**src/rcrb_defines.svh**
```systemverilog
// command codes, field positions, reset values and timing counts of the config bank
`ifndef RCRB_DEFINES_SVH
`define RCRB_DEFINES_SVH

`define RCRB_CMD_CFG_PRI      8'hD2
`define RCRB_CMD_CFG_DUP      8'hD3
`define RCRB_CMD_SS_DELAY     8'hD4
`define RCRB_CMD_SS_SLEW      8'hD5

`define RCRB_CFG_RST          8'h52
`define RCRB_CFG_WMASK        8'h7E
`define RCRB_SS_DELAY_RST     3'h3
`define RCRB_SS_SLEW_RST      3'h2

`define RCRB_PHASE_MSB        6
`define RCRB_PHASE_LSB        4
`define RCRB_VSRC_BIT         3
`define RCRB_LOOP_BIT         2
`define RCRB_CLIM_BIT         1

`define RCRB_CLK_PERIOD_NS    100
`define RCRB_DELAY_STEP_NS    500000
`define RCRB_DELAY_STEP_CYC   ((`RCRB_DELAY_STEP_NS + `RCRB_CLK_PERIOD_NS - 1) / `RCRB_CLK_PERIOD_NS)
`define RCRB_LATCH_MULT       4
`define RCRB_SLEW_BASE_TENTHS 1
`define RCRB_SLEW_STEP_TENTHS 2

`endif

```
**src/rcrb_pkg.sv**
```systemverilog
// types shared by the regulator configuration bank
package rcrb_pkg;

    typedef struct packed {
        logic       res7;
        logic [2:0] phase_sel;
        logic       vcode_src;
        logic       loop_test;
        logic       latchoff_en;
        logic       res0;
    } rcrb_cfg_t;

    typedef struct packed {
        logic [7:0] cmd;
        logic       wr_stb;
        logic [7:0] wr_data;
        logic       rd_stb;
    } rcrb_req_t;

    typedef struct packed {
        logic [7:0] rd_data;
        logic       rd_ack;
        logic       rd_miss;
    } rcrb_rsp_t;

    typedef struct packed {
        logic [3:0] phase_en;
        logic       vcode_src_sel;
        logic       loop_test_en;
        logic       latchoff_en;
        logic [2:0] delay_code;
        logic [3:0] slew_tenths;
    } rcrb_core_t;

endpackage : rcrb_pkg

```
**src/rcrb_config_bank.sv**
```systemverilog
// regulator configuration register bank reached by command code
`timescale 1ns/10ps
`include "rcrb_defines.svh"
module rcrb_config_bank
    import rcrb_pkg::*;
#(
    parameter int NPH      = 4,
    parameter int STEP_CYC = `RCRB_DELAY_STEP_CYC
) (
    input  wire logic           sys_clk,        // system clock, 10 MHz
    input  wire logic           rst,            // async reset, high
    input  wire logic [7:0]     cmd_code,       // command code of access
    input  wire logic           wr_stb,         // write strobe, one cycle
    input  wire logic [7:0]     wr_data,        // write data byte
    input  wire logic           rd_stb,         // read strobe, one cycle
    output logic      [7:0]     rd_data,        // read data byte
    output logic                rd_ack,         // read answered, one cycle
    output logic                rd_miss,        // read of unmapped code
    input  wire logic [7:0]     vid_pins,       // external voltage code pins
    input  wire logic [7:0]     vout_cmd_code,  // output voltage command value
    input  wire logic           ilim_active,    // core in current limit
    input  wire logic           latchoff_clear, // release latchoff
    output logic      [NPH-1:0] phase_en,       // per-phase enables
    output logic                vcode_src_sel,  // 1: command register source
    output logic      [7:0]     vcode,          // selected voltage code
    output logic                loop_test_en,   // loop test function on
    output logic                latchoff_en,    // latchoff timer enabled
    output logic      [2:0]     delay_code,     // soft-start delay code
    output logic      [3:0]     slew_tenths,    // slew rate in 0.1 V/ms
    output logic                latched_off     // latchoff has fired
);
    typedef struct packed {
        rcrb_cfg_t        cfg_pri;
        rcrb_cfg_t        cfg_dup;
        logic [2:0]       dly;
        logic [2:0]       slew;
        rcrb_rsp_t        rsp;
        logic [NPH-1:0]   phase_en;
        logic             vsrc;
        logic [7:0]       vcode;
        logic             loop_en;
        logic             lo_en;
        logic [2:0]       dly_o;
        logic [3:0]       slew_o;
        logic             latched;
    } rcrb_top_st_t;

    localparam rcrb_top_st_t ST_RST = '{
        cfg_pri:  rcrb_cfg_t'(`RCRB_CFG_RST),
        cfg_dup:  rcrb_cfg_t'(`RCRB_CFG_RST),
        dly:      `RCRB_SS_DELAY_RST,
        slew:     `RCRB_SS_SLEW_RST,
        rsp:      '0,
        phase_en: '0,
        vsrc:     1'b0,
        vcode:    8'h00,
        loop_en:  1'b0,
        lo_en:    1'b0,
        dly_o:    `RCRB_SS_DELAY_RST,
        slew_o:   4'h0,
        latched:  1'b0
    };

    rcrb_top_st_t   st_r;
    rcrb_top_st_t   st_nxt;
    rcrb_req_t      req;
    logic [NPH-1:0] ph_dec;
    logic           lo_fired;
    logic           lo_enable;

    assign req = '{cmd: cmd_code, wr_stb: wr_stb, wr_data: wr_data, rd_stb: rd_stb};

    assign lo_enable = st_r.cfg_pri.latchoff_en | st_r.cfg_dup.latchoff_en;

    rcrb_phase_decode #(
        .NPH       (NPH)
    ) u_phase (
        .phase_sel (st_r.cfg_pri.phase_sel),
        .phase_en  (ph_dec)
    );

    rcrb_latchoff_timer #(
        .STEP_CYC    (STEP_CYC)
    ) u_latch (
        .sys_clk     (sys_clk),
        .rst         (rst),
        .enable      (lo_enable),
        .delay_code  (st_r.dly),
        .ilim_active (ilim_active),
        .clear       (latchoff_clear),
        .latched     (lo_fired)
    );

    always_comb begin
        st_nxt = st_r;
        st_nxt.rsp.rd_ack  = 1'b0;
        st_nxt.rsp.rd_miss = 1'b0;
        st_nxt.rsp.rd_data = 8'h00;

        if (req.wr_stb) begin
            unique case (req.cmd)
                `RCRB_CMD_CFG_PRI: begin
                    st_nxt.cfg_pri = rcrb_cfg_t'(req.wr_data & `RCRB_CFG_WMASK);
                end
                `RCRB_CMD_CFG_DUP: begin
                    st_nxt.cfg_dup = rcrb_cfg_t'(req.wr_data & `RCRB_CFG_WMASK);
                end
                `RCRB_CMD_SS_DELAY: begin
                    st_nxt.dly = req.wr_data[2:0];
                end
                `RCRB_CMD_SS_SLEW: begin
                    st_nxt.slew = req.wr_data[2:0];
                end
                default: begin
                end
            endcase
        end

        if (req.rd_stb) begin
            st_nxt.rsp.rd_ack = 1'b1;
            unique case (req.cmd)
                `RCRB_CMD_CFG_PRI: begin
                    st_nxt.rsp.rd_data = st_r.cfg_pri;
                end
                `RCRB_CMD_CFG_DUP: begin
                    st_nxt.rsp.rd_data = st_r.cfg_dup;
                end
                `RCRB_CMD_SS_DELAY: begin
                    st_nxt.rsp.rd_data = {5'h00, st_r.dly};
                end
                `RCRB_CMD_SS_SLEW: begin
                    st_nxt.rsp.rd_data = {5'h00, st_r.slew};
                end
                default: begin
                    st_nxt.rsp.rd_miss = 1'b1;
                end
            endcase
        end

        st_nxt.phase_en = ph_dec;
        st_nxt.vsrc  = st_r.cfg_pri.vcode_src;
        st_nxt.vcode = st_r.cfg_pri.vcode_src ? vout_cmd_code : vid_pins;
        st_nxt.loop_en = st_r.cfg_pri.loop_test & st_r.cfg_dup.loop_test;
        st_nxt.lo_en = lo_enable;
        st_nxt.dly_o = st_r.dly;
        st_nxt.slew_o  = 4'(`RCRB_SLEW_BASE_TENTHS + `RCRB_SLEW_STEP_TENTHS * int'(st_r.slew));
        st_nxt.latched = lo_fired;
    end

    always_ff @(posedge sys_clk or posedge rst) begin
        if (rst) begin
            st_r <= ST_RST;
        end else begin
            st_r <= st_nxt;
        end
    end

    assign rd_data       = st_r.rsp.rd_data;
    assign rd_ack        = st_r.rsp.rd_ack;
    assign rd_miss       = st_r.rsp.rd_miss;
    assign phase_en      = st_r.phase_en;
    assign vcode_src_sel = st_r.vsrc;
    assign vcode         = st_r.vcode;
    assign loop_test_en  = st_r.loop_en;
    assign latchoff_en   = st_r.lo_en;
    assign delay_code    = st_r.dly_o;
    assign slew_tenths   = st_r.slew_o;
    assign latched_off   = st_r.latched;
endmodule : rcrb_config_bank

```
**src/rcrb_phase_decode.sv**
```systemverilog
// active phase count decode into per-phase enables
`timescale 1ns/10ps
module rcrb_phase_decode
    import rcrb_pkg::*;
#(
    parameter int NPH = 4
) (
    input  wire logic [2:0]     phase_sel,   // phase field code
    output logic      [NPH-1:0] phase_en     // per-phase enable
);
    logic [2:0] count;

    // codes 000/100/010/110 give 1..4; bit 4 of the field is ignored
    assign count = {1'b0, phase_sel[1], phase_sel[2]} + 3'h1;

    genvar i;
    generate
        for (i = 0; i < NPH; i++) begin : g_ph
            assign phase_en[i] = (count > 3'(i));
        end
    endgenerate
endmodule : rcrb_phase_decode

```
**src/rcrb_latchoff_timer.sv**
```systemverilog
// current limit latchoff timer, four times the soft-start delay
`timescale 1ns/10ps
`include "rcrb_defines.svh"
module rcrb_latchoff_timer
    import rcrb_pkg::*;
#(
    parameter int STEP_CYC = `RCRB_DELAY_STEP_CYC
) (
    input  wire logic       sys_clk,       // system clock
    input  wire logic       rst,           // async reset, high
    input  wire logic       enable,        // latchoff allowed
    input  wire logic [2:0] delay_code,    // soft-start delay code
    input  wire logic       ilim_active,   // core is in current limit
    input  wire logic       clear,         // release latched off state
    output logic            latched        // latchoff has fired
);
    localparam int LIM_MAX = STEP_CYC * `RCRB_LATCH_MULT * 8;
    localparam int CW      = $clog2(LIM_MAX + 1);

    typedef struct packed {
        logic [CW-1:0] cnt;
        logic          latched;
    } rcrb_lt_st_t;

    rcrb_lt_st_t st_r;
    rcrb_lt_st_t st_nxt;
    logic [CW-1:0] limit;

    assign limit = CW'((int'(delay_code) + 1) * STEP_CYC * `RCRB_LATCH_MULT);

    always_comb begin
        st_nxt = st_r;
        if (!ilim_active || !enable) begin
            st_nxt.cnt = '0;
        end else if (!st_r.latched) begin
            if (st_r.cnt + CW'(1) >= limit) begin
                st_nxt.latched = 1'b1;
                st_nxt.cnt     = '0;
            end else begin
                st_nxt.cnt = st_r.cnt + CW'(1);
            end
        end
        // a firing in the clear cycle still latches
        if (clear && !(st_nxt.latched && !st_r.latched)) begin
            st_nxt.latched = 1'b0;
            st_nxt.cnt     = '0;
        end
    end

    always_ff @(posedge sys_clk or posedge rst) begin
        if (rst) begin
            st_r <= '0;
        end else begin
            st_r <= st_nxt;
        end
    end

    assign latched = st_r.latched;
endmodule : rcrb_latchoff_timer

```
**config.mk**
```make
export PLATFORM = sky130hd
export DESIGN_NAME = rcrb_config_bank
export DESIGN_NICKNAME = d
export VERILOG_FILES = /design/src/rcrb_pkg.sv /design/src/rcrb_config_bank.sv /design/src/rcrb_phase_decode.sv /design/src/rcrb_latchoff_timer.sv
export VERILOG_INCLUDE_DIRS = /design/src
export SDC_FILE = /design/constraint.sdc
export NUM_CORES = 1
export LEC_CHECK = 0
export BUFFER_PORTS_ARGS = -buffer_cell sky130_fd_sc_hd__buf_4
export CORE_AREA = 5 5 90 101
export CTS_CLUSTER_SIZE = 8
export DETAILED_ROUTE_END_ITERATION = 16
export DIE_AREA = 0 0 95 106
export PLACE_DENSITY = 0.82
export SLEW_MARGIN = 20
export SYNTH_ARGS = -nofsm -noshare
export SYNTH_HDL_FRONTEND = slang
export SYNTH_SLANG_ARGS = --single-unit
```
**constraint.sdc**
```tcl
create_clock -name sys_clk -period 4.2 [get_ports sys_clk]
set_input_delay 0.84 -clock sys_clk [delete_from_list [all_inputs] [get_ports sys_clk]]
set_output_delay 0.84 -clock sys_clk [all_outputs]
set_load 0.005 [all_outputs]
```
# Word-level counts from Yosys, hierarchy flattened
# Cells that the tools add are included.
# op_classes
add_sub_neg	4
n_mul	1
div_mod_pow	0
n_lt_le_gt_ge	5
eq_ne	5
shift	0
n_mux	10
bitwise	2
reduce_logical	12
# ops
operator	n
2-to-1 mux 19 bit	2
2-to-1 mux 18 bit	2
== test 8 bit, second input constant	4
multiplier 32 x 11 -> 13 bit, second input constant	1
one-hot mux 7 bit (4 select lines)	1
adder 18 x 1 -> 18 bit, second input constant	1
greater-or-equal comparator 18 bit	1
2-to-1 mux 9 bit	1
2-to-1 mux 8 bit	1
AND reduction 2 bit	4
greater-than comparator 3 x 1 -> 1 bit, second input constant	2
greater-than comparator 3 x 2 -> 1 bit, second input constant	2
adder 1 x 4 -> 4 bit, first input constant	1
adder 3 x 1 -> 4 bit, second input constant	1
zero test 1 bit	4
OR reduction 4 bit	1
adder 2 x 1 -> 3 bit, second input constant	1
2-to-1 mux 1 bit	3
inequality test 3 bit, second input constant	1
logical AND 1 bit	2
AND 1 bit	1
logical OR 1 bit	1
bitwise OR 1 bit	1
# totals
register_bits	70
latch_bits	0
ram_bits	0
romBits	0
input_bits	38
word_cells	62
memories	0

# Logic depth before layout (Yosys ltp)
# logic_depth
depth_word	10
mapped_depth	22
ltp_nobuf	21

# Cells and area by module
# Synthesis repeated with hierarchy kept, for this count alone.
# unflattened
cells_unflattened	349
area_unflattened_um2	3902.5
# by_module_without_submodules
module	n_inst	cells_per_inst	area_each_um2
rcrb_config_bank	1	146	2100.8
rcrb_latchoff_timer	1	198	1773.0
rcrb_phase_decode	1	5	28.8

# Worst setup path after synthesis
# OpenSTA, ideal clock, no wires.
# synth_timing
kind	register -> register
start	register st_r, in the netlist st_nxt[5]
end	register u_latch.st_r[16] (netlist name)
setup_ps	138
arrival_time_ps	4180
t_required_ps	4062
setup_slack_ps	-118
path_stages_with_launch	23
synth_period_minus_slack_ps	4318
path_cell_list	dfstp_2 ha_1 xnor2_1 inv_1 ha_1 ha_1 ha_1 inv_1 fa_1 nor2b_1 o21a_1 o21ai_0 nand2b_1 a21oi_1 xnor2_1 ha_1 and4_1 nand3_1 a31oi_1 o21ai_1 buf_2 nand3_1 a21oi_1
# synth_between
elab_chain_len	10
# synth_rtl
element	line_no	source
from (decl)	rcrb_config_bank.sv:64	rcrb_top_st_t st_r;
from (signal assigned)	rcrb_config_bank.sv:154	st_r <= st_nxt;
adder 3 x 1 -> 4 bit (*)	rcrb_latchoff_timer.sv:29	assign limit = CW'((int'(delay_code) + 1) * STEP_CYC * `RCRB_LATCH_MULT);
multiplier 32 x 11 -> 13 bit (*)	rcrb_latchoff_timer.sv:29	
greater-or-equal comparator 18 bit (*)	rcrb_latchoff_timer.sv:36	if (st_r.cnt + CW'(1) >= limit) begin
2-to-1 mux 1 bit	rcrb_latchoff_timer.sv:36	
2-to-1 mux 19 bit (*)	rcrb_latchoff_timer.sv:35	end else if (!st_r.latched) begin
2-to-1 mux 1 bit	rcrb_latchoff_timer.sv:33	if (!ilim_active || !enable) begin
logical AND 1 bit	rcrb_latchoff_timer.sv:44	if (clear && !(st_nxt.latched && !st_r.latched)) begin
zero test 1 bit	rcrb_latchoff_timer.sv:44	
logical AND 1 bit	rcrb_latchoff_timer.sv:44	
inequality test 3 bit (no line) or 2-to-1 mux 19 bit (tied branches)	n/a	
to (signal assigned)	rcrb_latchoff_timer.sv:54	st_r <= st_nxt;
to (decl)	rcrb_latchoff_timer.sv:25	rcrb_lt_st_t st_r;
# Mark *: on every way between the ends. The rest lies on a longest branch, timed or not. The select of a mux whose other input is x is not followed.
# A chain may end at the register's enable or synchronous reset.

# Final worst setup path
# layout_timing
start	register st_r, in the netlist st_nxt[5]
end	register u_latch.st_r[1] (netlist name)
# Same word-level chain as after synthesis.

==> out/metrics.yaml <==
run_status:
  outcome: "complete, but fails checks"
  violations: "negative setup slack"
die:
  dieHeight_um: 106
  pin_count: 71
  initial_core_util: 0.4885
  core-area_mm2: 0.008058
  dieArea_mm2: 0.01007
  core.rowCount: 35
  dieWidth_um: 95
sta:
  finalMaxSlewViolations: 0
  fmax_mhz: 235.7
  fin_crit_ns: 4.243
  period_share: 1.010
  relSlewSlack: 0.4415
  fin_skew_ns: 0.01490
  tns_ns: -0.04286
  grt_setup_unrepaired: "true"
  worst_slack_ns: -0.04286
  worst_slew_pin_slew_ns: 0.8313
  setup-violations-final: 1
  hold_viol_final: 0
critical_path:
  worstRegToRegCells: 21
  end_kind: "register"
  critPathBufInv: 3
  critPathTopFamily: "adder cells"
  slowest_delay_ns: 0.58
  reg2reg_to: "u_latch.st_r[1]$_DFFE_PP0P_"
  path_common_cell: "ha_4"
  r2r_setup_slack_ns: -0.04
  reg2reg_from: "st_nxt[5]$_DFFE_PP1P_"
  crit_chain: "ha_4 -> xnor2_4 -> inv_2 -> ha_4 -> ha_4 -> ha_4 -> inv_2 -> fa_2 -> nor2b_1 -> o21a_1 -> o21ai_1 -> nand2b_1 -> a21oi_2 -> xnor2_1 -> ha_1 -> and4_4 -> buf_6 -> a31oi_4 -> o311ai_4 -> or3_1 -> a21oi_2"
  required_ns: 4.49
  crit_type: "register to register"
  critPathMaxFanout: 4
  crit_slowest_cell: "dfstp_2"
  crit_path_start_kind: "register"
  critPathArrivalTime_ns: 4.54
flow_run:
  drv.max_cap_violation_count: 0
synthesis:
  ys_async_sr_fraction: 1.000
  synth_warnings: 0
  synth_common_cells: "dfrtp_1, nand2_1, ha_1, buf_4, mux2_2"
  yosysTopAreaCellShare: 0.3687
  synth_top_area_cell: "dfrtp_1"
  synth.most_common_cell: "dfrtp_1"
  syn-mean-instance-area_um2: 10.41
  ys_ff_latch: 69
  ys.flop_type: "dfrtp_1"
  synthCells: 378
  synth-edff-count: 0
  synth.area.top_cells: "dfrtp_1, ha_1, mux2_2, dfstp_2, buf_4"
  netlist_area_mm2: 0.003936
  ys_types: 48
  ys_seq_area_frac: 0.4421
routing:
  drt_iter0_drc: 133
  postRouteAntennaNets: 0
  wl_per_cell_um: 16.02
  routed-via-count: 3010
  drc: 0
  vias_per_cell: 5.394
  wl_um: 8940
  drtPass1Iterations: 6
cts:
  cts_root_buffer: "clkbuf_8"
  h-tree-depth: 3
  clk_latency_ns: 0.36
  cts_inserted_buffers: 9
  clkTransAtPathRegs_ns: 0.09
  cts_tree: "yes"
  clk_path_buf_depth: 2
  clock-sinks: 69
global_route:
  grt_pass1_wl_um: 14860
  antenna_found_initial: 0
  grt.overflow.total: 0
  grt_pass1_vias: 3119
  grt_max_degree: 48
  grt_usage: 0.1887
layout:
  area_delta_synth_final_pct: 25.87
  antennaDiodeCount: 0
  utilization: 0.6149
  drive_gt1_frac: 0.4407
  num-nets-final: 512
  fill_cells: 642
worst_hold_path:
  hold_end: "slew_tenths[3]$_DFF_PP0_"
  hp-class: "register to register"
  hold_path_depth: 0
  hold_start: "st_r[35]$_DFFE_PP0P_"
power:
  vdd_drop_max_mv: 0.2465
  finalPower_mw: 1.466
  power_density_mw_per_mm2: 295.8
  leakage_nw: 2.257
placement:
  hpwl_um: 6232
  gp_congestion: 0.8272
  port_buffers: 68
-- stage by stage --
stage               setup WS [ns]  area, um2  instances  hold slack, ns
CTS                      -0.05706       4837        556          0.4232
finish                   -0.04286       4955        558          0.4191
detailed placement        -0.2731       4517        537          0.4082
global route              -0.1482       4955        558          0.4394
floorplan                 0.02020       3984        379          0.3519
global placement          -0.1597       4517        537          0.4007
-- how the worst max path moves through the flow --
stage	startpoint	endpoint	cells after the start
CTS	st_nxt[5]$_DFFE_PP1P_	u_latch.st_r[1]$_DFFE_PP0P_	22
floorplan	st_nxt[5]$_DFFE_PP1P_	u_latch.st_r[16]$_DFFE_PP0P_	21
detailed placement	st_nxt[5]$_DFFE_PP1P_	u_latch.st_r[1]$_DFFE_PP0P_	21
global route	st_nxt[5]$_DFFE_PP1P_	u_latch.st_r[1]$_DFFE_PP0P_	21
finish	st_nxt[5]$_DFFE_PP1P_	u_latch.st_r[1]$_DFFE_PP0P_	21
global placement	st_nxt[5]$_DFFE_PP1P_	u_latch.st_r[1]$_DFFE_PP0P_	21
-- final cells by class --
cell class	instances	area (um2)	share of cell area
flip-flops and latches	69	1740	0.3513
clock buffers	9	123.9	0.02500
repair buffers	91	714.4	0.1442
multi-input cells	253	2106	0.4250
well taps	111	138.9	0.02803
inverters	18	68.82	0.01389
clock inverters	7	62.56	0.01263
-- registers in the layout, summed over array words and instances (netlist names), 3 cells and up --
register	count
phase_en	4
slew_tenths	4
st_r	14
vcode	8
delay_code	3
st_nxt	4
rd_data	7
u_latch.st_r	18
-- cell usage in the layout (no fill, tap or decap), types with 4 or more instances in the layout --
cell      count
o21ai_1       5
nor2b_1       6
nand2_1      34
a22oi_1       6
nand3_2       6
dfstp_2      11
nor3_1        5
or2_2         5
ha_1         22
nor4_1        7
clkbuf_8      9
ha_4          8
o211ai_1      4
nand2b_1      4
and2_1        5
a21oi_1      19
dfrtp_1      58
xor2_1        9
or3_1         4
nor2_1       13
inv_2         7
buf_6         5
nand3_1      13
xnor2_1       5
mux2_2       28
a21oi_2       8
buf_4        85
inv_1        10
-- per-layer routing --
| metal | up-vias | GRT usage | wire [um] |
|---|---|---|---|
| met2 | 123 | 0.3038 | 4578 |
| met5 | - | 0 | 0 |
| met3 | 38 | 0.05945 | 725 |
| li1 | 1423 | - | - |
| met1 | 1426 | 0.2212 | 3267 |
| met4 | 0 | 0.1031 | 369 |
-- timing repair --
action                                  CTS  global route
pin swaps                                21            13
hold buffers                              0             0
endpoints found under the setup margin   19            19
cloned                                    1             0
resized for setup                        18            23
buffers inserted                          2             2
-- power breakdown --
part           leakage, nW  internal [mW]  total [mW]  switching, mW
clock               0.0927          0.226       0.523          0.296
sequential           0.893          0.689       0.701         0.0125
combinational         1.27          0.132       0.242          0.110
-- cell families after synthesis --
group,count (synthesis),synth area share
mux,29,0.08264
flops,69,0.4421
simple gates,115,0.1554
buf+inv,58,0.08455
fa+ha+maj,32,0.1036
compound gates,58,0.09631
other cells,2,0.001908
xor+xnor,15,0.03338
Note: power is estimated with default switching activity, not from simulation.
